File: config.mk
export PLATFORM = sky130hd
export DESIGN_NAME = trswd_core
export DESIGN_NICKNAME = d
export VERILOG_FILES = /design/src/design/trswd_pkg.sv /design/src/design/trswd_core.sv
export VERILOG_INCLUDE_DIRS = /design/src /design/src/design
export SDC_FILE = /design/constraint.sdc
export NUM_CORES = 1
export LEC_CHECK = 0
export BUFFER_PORTS_ARGS = -buffer_cell sky130_fd_sc_hd__buf_4
export CORE_UTILIZATION = 49
export DETAILED_ROUTE_END_ITERATION = 8
export PLACE_DENSITY = 0.73
export SLEW_MARGIN = 20
export SYNTH_ARGS = -nofsm -noshare
export SYNTH_HDL_FRONTEND = slang
export SYNTH_SLANG_ARGS = --single-unit
File: constraint.sdc
create_clock -name ref_clk -period 2.5 [get_ports ref_clk]
set_input_delay 0.125 -clock ref_clk [delete_from_list [all_inputs] [get_ports ref_clk]]
set_output_delay 0.125 -clock ref_clk [all_outputs]
set_load 0.02 [all_outputs]
File: src/design/trswd_regs.svh
// constants of the transponder read sequencer and gap write decoder
`ifndef TRSWD_REGS_SVH
`define TRSWD_REGS_SVH
`define TRSWD_LOAD_CLKS 9'h100
`define TRSWD_ZERO_MIN 7'h10
`define TRSWD_ZERO_MAX 7'h20
`define TRSWD_ONE_MIN 7'h30
`define TRSWD_ONE_MAX 7'h40
`define TRSWD_GAP_TIMEOUT 7'h40
`define TRSWD_BITS_STOP 7'h02
`define TRSWD_BITS_DIRECT 7'h06
`define TRSWD_BITS_WAKE 7'h22
`define TRSWD_BITS_STD 7'h26
`define TRSWD_BITS_PWD 7'h46
`define TRSWD_BITS_SAT 7'h7f
`define TRSWD_OP_WRITE 2'h2
`define TRSWD_OP_STOP 2'h3
`define TRSWD_FIRST_BLOCK 3'h1
`define TRSWD_CFG_BLOCK 3'h0
`define TRSWD_CFG_RST 16'h0000
`endif

File: src/design/trswd_pkg.sv
// types of the transponder read sequencer and gap write decoder
package trswd_pkg;
   typedef enum logic [5:0] {
      ST_LOAD = 6'h01,
      ST_BTERM = 6'h02,
      ST_BLOCK = 6'h04,
      ST_STERM = 6'h08,
      ST_WRITE = 6'h10,
      ST_PROG = 6'h20
   } trswd_state_t;
   // mode register image of configuration block 0
   typedef struct packed {
      logic [2:0] last_read_block;
      logic seq_term_enable;
      logic block_term_enable;
      logic password_mode;
      logic wake_gate_mode;
      logic stop_ignore;
      logic [1:0] first_modulator_select;
      logic [2:0] second_modulator_select;
      logic [2:0] bit_rate_select;
   } trswd_cfg_t;
   typedef struct packed {
      logic is_term;
      logic [2:0] block;
   } trswd_item_t;
   typedef struct packed {
      logic [2:0] addr;
      logic lock;
      logic [31:0] data;
   } trswd_prog_t;
endpackage

File: src/design/trswd_core.sv
// read sequencer, mode gating and gap-interval write decoder of the transponder
`include "trswd_regs.svh"

// Contract
// cycle blocks one to last, then wrap
// last block zero repeats configuration block
// block terminator before blocks, sequence after last
// sequence terminator is two block terminators
// terminators enabled by separate mode bits; after programming, either bit enables the block terminator
// no sequence terminator when last is zero
// reader avoids terminators with biphase coding
// opcode, lock, address reads one block
// direct access only without password mode
// modulator and bit rate from block zero
// wake gate keeps modulation off until wake
// reader wakes with opcode and password
// woken tag stays active until stop
// password plus wake gate needs password everywhere
// password mode modulates, programs with password
// wake gate alone allows blind programming
// stop opcode silences unless stop ignored
// write frame: opcode, lock, data, address
// program only with exact bit count
// count field clocks between gaps
// zero is 16..32, one 48..64
// bad interval abandons write, resumes read
// reader encodes bits in gap spacing
// load block zero silent 256 clocks
// read starts block one, mode refreshed
// silence over 64 clocks ends write
// write errors restart read at block one
// all counting on recovered field clock
module trswd_core
   import trswd_pkg::*;
(
   input wire logic ref_clk,
   input wire logic sys_rst,
   input wire logic field_clk,
   input wire logic field_on,
   input wire trswd_cfg_t block0_cfg,
   input wire logic [31:0] pwd_word,
   input wire logic tx_done,
   input wire logic prog_done,
   output trswd_cfg_t mode_cfg,
   output logic mod_enable,
   output logic damp_force,
   output logic tx_valid,
   output trswd_item_t tx_item,
   output logic prog_req,
   output trswd_prog_t prog_word
);

   // ----------------------------------------------------------------
   // input synchronisers
   // ----------------------------------------------------------------
   logic [2:0] fclk_sync_r;
   logic [2:0] fon_sync_r;
   logic fclk_edge;
   logic gap_start;

   // stage 0 feeds only stage 1; stage 2 is the delayed copy for edges
   always_ff @(posedge ref_clk)
   begin
      if (sys_rst)
      begin
         fclk_sync_r <= 3'h0;
         fon_sync_r <= 3'h0;
      end
      else
      begin
         fclk_sync_r <= {fclk_sync_r[1:0], field_clk};
         fon_sync_r <= {fon_sync_r[1:0], field_on};
      end
   end

   // recovered field clock
   assign fclk_edge = fclk_sync_r[1] & ~fclk_sync_r[2];
   // gap is field loss
   assign gap_start = fon_sync_r[2] & ~fon_sync_r[1];

   // ----------------------------------------------------------------
   // sequencer and decoder state
   // ----------------------------------------------------------------
   trswd_state_t state_r, state_nxt;
   logic [8:0] load_cnt_r, load_cnt_nxt;
   logic [6:0] gap_cnt_r, gap_cnt_nxt;
   logic [6:0] bit_cnt_r, bit_cnt_nxt;
   logic [69:0] rx_sr_r, rx_sr_nxt;
   logic [2:0] cur_blk_r, cur_blk_nxt;
   logic sterm_cnt_r, sterm_cnt_nxt;
   logic single_r, single_nxt;
   logic awake_r, awake_nxt;
   logic stopped_r, stopped_nxt;
   trswd_cfg_t cfg_r, cfg_nxt;
   logic mod_enable_r, mod_enable_nxt;
   logic damp_force_r, damp_force_nxt;
   logic tx_valid_r, tx_valid_nxt;
   trswd_item_t tx_item_r, tx_item_nxt;
   logic prog_req_r, prog_req_nxt;
   trswd_prog_t prog_word_r, prog_word_nxt;
   logic is_zero;
   logic is_one;
   logic tx_state;

   // first item of a block: terminator or block itself
   function automatic trswd_state_t first_item(input logic term);
      first_item = term ? ST_BTERM : ST_BLOCK;
   endfunction

   always_comb
   begin
      state_nxt = state_r;
      load_cnt_nxt = load_cnt_r;
      gap_cnt_nxt = gap_cnt_r;
      bit_cnt_nxt = bit_cnt_r;
      rx_sr_nxt = rx_sr_r;
      cur_blk_nxt = cur_blk_r;
      sterm_cnt_nxt = sterm_cnt_r;
      single_nxt = single_r;
      awake_nxt = awake_r;
      stopped_nxt = stopped_r;
      cfg_nxt = cfg_r;
      prog_req_nxt = 1'h0;
      prog_word_nxt = prog_word_r;
      // interval windows
      is_zero = (gap_cnt_r >= `TRSWD_ZERO_MIN) && (gap_cnt_r <= `TRSWD_ZERO_MAX);
      is_one = (gap_cnt_r >= `TRSWD_ONE_MIN) && (gap_cnt_r <= `TRSWD_ONE_MAX);
      tx_state = (state_r == ST_BTERM) || (state_r == ST_BLOCK) || (state_r == ST_STERM);
      case (state_r)
         ST_LOAD:
         begin
            // silent load, any gap restarts it
            if (gap_start)
               load_cnt_nxt = 9'h000;
            else if (fclk_edge)
            begin
               if (load_cnt_r == `TRSWD_LOAD_CLKS - 9'h001)
               begin
                  // mode latched from block zero
                  cfg_nxt = block0_cfg;
                  // block zero loop when last is zero
                  cur_blk_nxt = (block0_cfg.last_read_block == `TRSWD_CFG_BLOCK) ?
                     `TRSWD_CFG_BLOCK : `TRSWD_FIRST_BLOCK;
                  state_nxt = first_item(block0_cfg.block_term_enable);
               end
               else
                  load_cnt_nxt = load_cnt_r + 9'h001;
            end
         end
         ST_BTERM:
         begin
            if (tx_done)
               state_nxt = ST_BLOCK;
         end
         ST_BLOCK:
         begin
            if (tx_done)
            begin
               // mode register refreshed every block
               cfg_nxt = block0_cfg;
               // block terminator per block, enabled by its bit
               state_nxt = first_item(cfg_r.block_term_enable);
               if (single_r)
                  cur_blk_nxt = cur_blk_r;
               // no sequence terminator in block zero loop
               else if (cfg_r.last_read_block == `TRSWD_CFG_BLOCK)
                  cur_blk_nxt = `TRSWD_CFG_BLOCK;
               // wrap after the last block
               else if (cur_blk_r == cfg_r.last_read_block)
               begin
                  cur_blk_nxt = `TRSWD_FIRST_BLOCK;
                  // sequence terminator has its own bit
                  if (cfg_r.seq_term_enable)
                  begin
                     state_nxt = ST_STERM;
                     sterm_cnt_nxt = 1'h0;
                  end
               end
               else
                  cur_blk_nxt = cur_blk_r + 3'h1;
            end
         end
         ST_STERM:
         begin
            // two terminators back to back
            if (tx_done)
            begin
               if (sterm_cnt_r)
                  state_nxt = first_item(cfg_r.block_term_enable);
               else
                  sterm_cnt_nxt = 1'h1;
            end
         end
         ST_WRITE:
         begin
            if (gap_start)
            begin
               // each gap closes an interval
               gap_cnt_nxt = 7'h00;
               if (is_zero || is_one)
               begin
                  rx_sr_nxt = {rx_sr_r[68:0], is_one};
                  if (bit_cnt_r != `TRSWD_BITS_SAT)
                     bit_cnt_nxt = bit_cnt_r + 7'h01;
               end
               else
               begin
                  // bad interval leaves write at once
                  cur_blk_nxt = `TRSWD_FIRST_BLOCK;
                  state_nxt = first_item(cfg_r.block_term_enable);
               end
            end
            else if (fclk_edge)
            begin
               if (gap_cnt_r != `TRSWD_GAP_TIMEOUT)
                  gap_cnt_nxt = gap_cnt_r + 7'h01;
               else
               begin
                  // silence ends the frame; default restart at block one
                  cur_blk_nxt = `TRSWD_FIRST_BLOCK;
                  state_nxt = first_item(cfg_r.block_term_enable);
                  // outcome chosen by exact bit count
                  case (bit_cnt_r)
                     `TRSWD_BITS_STOP:
                     begin
                        // stop unless ignored
                        if ((rx_sr_r[1:0] == `TRSWD_OP_STOP) && !cfg_r.stop_ignore)
                           stopped_nxt = 1'h1;
                     end
                     `TRSWD_BITS_DIRECT:
                     begin
                        // direct access, password mode off only
                        if ((rx_sr_r[5:4] == `TRSWD_OP_WRITE) && !cfg_r.password_mode)
                        begin
                           single_nxt = 1'h1;
                           cur_blk_nxt = rx_sr_r[2:0];
                        end
                     end
                     `TRSWD_BITS_WAKE:
                     begin
                        // wake on opcode and matching password
                        if ((rx_sr_r[33:32] == `TRSWD_OP_WRITE) && cfg_r.wake_gate_mode &&
                            (rx_sr_r[31:0] == pwd_word))
                           awake_nxt = 1'h1;
                     end
                     `TRSWD_BITS_STD:
                     begin
                        // lock, data, address without password
                        if ((rx_sr_r[37:36] == `TRSWD_OP_WRITE) && !cfg_r.password_mode)
                        begin
                           prog_req_nxt = 1'h1;
                           prog_word_nxt = {rx_sr_r[2:0], rx_sr_r[35], rx_sr_r[34:3]};
                           cur_blk_nxt = rx_sr_r[2:0];
                           state_nxt = ST_PROG;
                        end
                     end
                     `TRSWD_BITS_PWD:
                     begin
                        // program only with matching password
                        if ((rx_sr_r[69:68] == `TRSWD_OP_WRITE) && cfg_r.password_mode &&
                            (rx_sr_r[67:36] == pwd_word))
                        begin
                           prog_req_nxt = 1'h1;
                           prog_word_nxt = {rx_sr_r[2:0], rx_sr_r[35], rx_sr_r[34:3]};
                           cur_blk_nxt = rx_sr_r[2:0];
                           state_nxt = ST_PROG;
                        end
                     end
                     default:
                        cur_blk_nxt = `TRSWD_FIRST_BLOCK;
                  endcase
               end
            end
         end
         ST_PROG:
         begin
            // resume with the programmed block, terminator if either is on
            if (prog_done)
               state_nxt = first_item(cfg_r.block_term_enable | cfg_r.seq_term_enable);
         end
         default:
            state_nxt = ST_LOAD;
      endcase
      // start gap opens write mode from any read state
      if (gap_start && tx_state)
      begin
         state_nxt = ST_WRITE;
         gap_cnt_nxt = 7'h00;
         bit_cnt_nxt = 7'h00;
         rx_sr_nxt = 70'h0;
         single_nxt = 1'h0;
      end
      // gating hides read-back while not woken
      mod_enable_nxt = ((state_nxt == ST_BTERM) || (state_nxt == ST_BLOCK) ||
                        (state_nxt == ST_STERM)) && !stopped_nxt &&
                       (!cfg_nxt.wake_gate_mode || awake_nxt);
      // damping stays on through write to ease gap detection
      damp_force_nxt = (state_nxt == ST_WRITE);
      // valid drops for one cycle after each done so items never merge
      tx_valid_nxt = mod_enable_nxt && !tx_done;
      tx_item_nxt = {state_nxt != ST_BLOCK, cur_blk_nxt};
   end

   // registers; sys_rst is the reset, which clears stop and wake
   always_ff @(posedge ref_clk)
   begin
      if (sys_rst)
      begin
         state_r <= ST_LOAD;
         load_cnt_r <= 9'h000;
         gap_cnt_r <= 7'h00;
         bit_cnt_r <= 7'h00;
         rx_sr_r <= 70'h0;
         cur_blk_r <= `TRSWD_FIRST_BLOCK;
         sterm_cnt_r <= 1'h0;
         single_r <= 1'h0;
         awake_r <= 1'h0;
         stopped_r <= 1'h0;
         cfg_r <= `TRSWD_CFG_RST;
         mod_enable_r <= 1'h0;
         damp_force_r <= 1'h0;
         tx_valid_r <= 1'h0;
         tx_item_r <= 4'h0;
         prog_req_r <= 1'h0;
         prog_word_r <= 36'h0;
      end
      else
      begin
         state_r <= state_nxt;
         load_cnt_r <= load_cnt_nxt;
         gap_cnt_r <= gap_cnt_nxt;
         bit_cnt_r <= bit_cnt_nxt;
         rx_sr_r <= rx_sr_nxt;
         cur_blk_r <= cur_blk_nxt;
         sterm_cnt_r <= sterm_cnt_nxt;
         single_r <= single_nxt;
         awake_r <= awake_nxt;
         stopped_r <= stopped_nxt;
         cfg_r <= cfg_nxt;
         mod_enable_r <= mod_enable_nxt;
         damp_force_r <= damp_force_nxt;
         tx_valid_r <= tx_valid_nxt;
         tx_item_r <= tx_item_nxt;
         prog_req_r <= prog_req_nxt;
         prog_word_r <= prog_word_nxt;
      end
   end

   assign mode_cfg = cfg_r;
   assign mod_enable = mod_enable_r;
   assign damp_force = damp_force_r;
   assign tx_valid = tx_valid_r;
   assign tx_item = tx_item_r;
   assign prog_req = prog_req_r;
   assign prog_word = prog_word_r;
endmodule // trswd_core

==> results.cfg <==
[critical_path]
cp-end-kind = flip-flop
cp_slowest_cell = dfxtp_4
cp.required_ns = 2.86
crit_fanout = 4
r2r-start = load_cnt_r[1]
worstPathCellList = ha_4 -> nand2_2 -> nor2_2 -> and3_1 -> ha_2 -> nand3b_1 -> o21bai_4 -> a21boi_2 -> mux2_4 -> a21o_1 -> a211oi_2
crit_path_start = load_cnt_r[1]
worstPathArrival_ns = 2.79
critPathKind = flip-flop to flip-flop
start_kind = flip-flop
critical_path.max_stage_delay_ns = 0.37

[sta]
max_freq_mhz = 411
slew_headroom_pct = 52.1
setup-tns-final_ns = 0
setup_violations = 0
skew_ns = 0.00964
fin_crit_ns = 2.43
hold_viol_final = 0
tightest_slew_ns = 0.718
final.period_utilization_pct = 97.2
maxSlewViolCount = 0

[grt]
grt_pass1_vias = 6368
grt_remaining_overflow = 0
grt_usage_pct = 26.4
antenna_found_initial = 0
grt_pass1_wl_mm = 33.0
grt_max_degree = 71

[synthesis]
avgSynthCellArea_um2 = 8.54
yosysWarnings = 0
synth_seq_area_share_pct = 44.9
synth_cells = 887
syn_nets = 948
ys.flop_type = dfxtp_1
netlist_top_cells_area = dfxtp_1 (45%), nand2_1 (7.7%), xor2_1 (6.8%)
synth_common_cells = dfxtp_1 (170), nand2_1 (156), a21oi_1 (92)
synth_top_area_share_pct = 44.9
synthArstFlopShare_pct = 0
synth-edff-count = 0
ys_types = 59
synth.cell_area_mm2 = 0.00757
ys_ff_latch = 170
synth_top_area_cell = dfxtp_1
synth_most_common_cell = dfxtp_1

[run_status]
run_status = completed

[placement]
numPortBuffers = 113
place_congestion = 0.883
dp_hpwl_mm = 14.3
place_area_mm2 = 0.00873
place_inst = 1166

[cts]
cts_tree = done
clock_path_buffers = 2
clk_root_buffer_cell = clkbuf_16
htreeDepth = 4
path_clk_slew_ns = 0.07
clock-sinks = 170
numCtsBuffers = 17
clkLatencyLatePin_ns = 0.44

[drt]
wl_mm = 21.2
dr.pass1.iters = 6
drtAntennaViolNets = 0
initialDrtViolationCount = 584
vias = 6806
wl_per_cell_um = 17.4
avgViaCountPerCell = 5.57
drcViolationCount = 0

[finish]
syn2layout_area_growth_pct = 27.7
drive_gt1_share_pct = 20.2
final_cells = 1221
fillers = 1235
antennaDiodeCount = 0
final_area_mm2 = 0.00967
nNetsFinal = 1082

[floorplanning]
io-pin-count = 114
die_y_um = 126
dieArea_mm2 = 0.0160
core_mm2 = 0.0151
initial_core_util_pct = 50.0
core.rowCount = 45
die_x_um = 126

[power_and_ir_drop]
vdd_drop_max_v = 0.000581
power_density_mw_per_mm2 = 590
power.static_leakage_nw = 3.71

[min_path]
hold_class = input pin to flip-flop
hp-start = sys_rst

[flow_run]
maxCapViolCount = 0
## state kept, by name (all words and copies together) (netlist names), 2 cells and up, named ones only
signal	count
rx_sr_r	70
prog_word	36
mode_cfg	16
load_cnt_r	9
bit_cnt_r	7
gap_cnt_r	7
state_r	6
fclk_sync_r	3
fon_sync_r	3
tx_item	2
## worst paths after layout
kind,to,slack [ns],depth (start not counted)
worst max-delay path,tx_valid,0.07,11
worst min-delay path,prog_word[33],0.06,2
worst max register to register,tx_valid,0.07,11
worst min register to register,fon_sync_r[1],0.44,1
## cell families after synthesis
group                      count (synthesis)  share of synthesized area, %
xor gates and xnor gates                  82                          9.48
and+or+nand+nor                          366                          22.5
adders and majority gates                  8                          1.29
buffers and inverters                     62                          3.58
muxes                                     52                          6.96
DFF                                      170                          44.9
AOI/OAI and AO/OA                        147                          11.2
## report_power, final
part           leakage [nW]  internal (mW)  switching, mW  total (mW)
Combinational          2.06          0.124          0.138       0.263
Sequential             1.37           2.71        0.00492        2.72
Clock                 0.284           1.58           1.15        2.73
## through the flow
stage,power [mW],worst slack [ns],utilization [%],hold WS [ns]
finish,5.71,0.0694,63.9,0.0558
global route,5.85,-0.0341,63.9,0.0529
CTS,5.71,0.0158,62.8,0.0456
detailed placement,3.01,0.0266,57.6,0.345
global placement,3.01,0.0908,57.6,0.340
floorplan,2.88,0.123,-,0.253
## cell type report
| class | count | area, µm² | share of cell area [%] |
|---|---|---|---|
| multi-input cells | 655 | 4010 | 41.5 |
| clock inverters | 13 | 166 | 1.72 |
| inverters | 11 | 41.3 | 0.427 |
| clock buffers | 18 | 429 | 4.44 |
| well taps | 188 | 235 | 2.43 |
| flip-flops and latches | 170 | 3410 | 35.3 |
| repair buffers | 166 | 1380 | 14.2 |
## repair_timing
action,in CTS,in global routing
hold endpoints to repair,20,0
endpoints found under the setup margin,0,56
hold buffers,19,0
gates resized for setup,0,23
buffers inserted,0,4
## cells in the final DEF, fill, tap and decap left out, types with 12 or more instances in the layout
cell	Yosys	final
nor2_1	84	83
nand2_1	156	155
nand4_1	12	12
clkbuf_16	0	18
dfxtp_1	170	168
buf_4	5	140
mux2i_1	50	50
dlygate4sd3_1	0	19
nor3_1	16	16
o21ai_0	17	16
xor2_1	59	59
nand3_1	12	12
xnor2_1	23	23
a21oi_1	92	92
nor2b_1	15	14
nor4_1	22	18
## metal layers
layer | vias to the layer above | GRT usage, % | part of all wire, %
li1 | 3283 | - | -
met1 | 3250 | 33.2 | 43
met2 | 221 | 45.2 | 50
met3 | 52 | 4.93 | 4.0
met4 | 0 | 9.78 | 2.9
met5 | - | 0 | 0
## worst max-delay path, delay by kind of cell (launching register included)
family	cells	cell delay (ns)
and+or+nand+nor	4	0.50
AOI/OAI and AO/OA	4	0.83
adders and majority gates	2	0.32
DFF	1	0.37
muxes	1	0.34
Note: power is estimated with default switching activity, not from simulation.
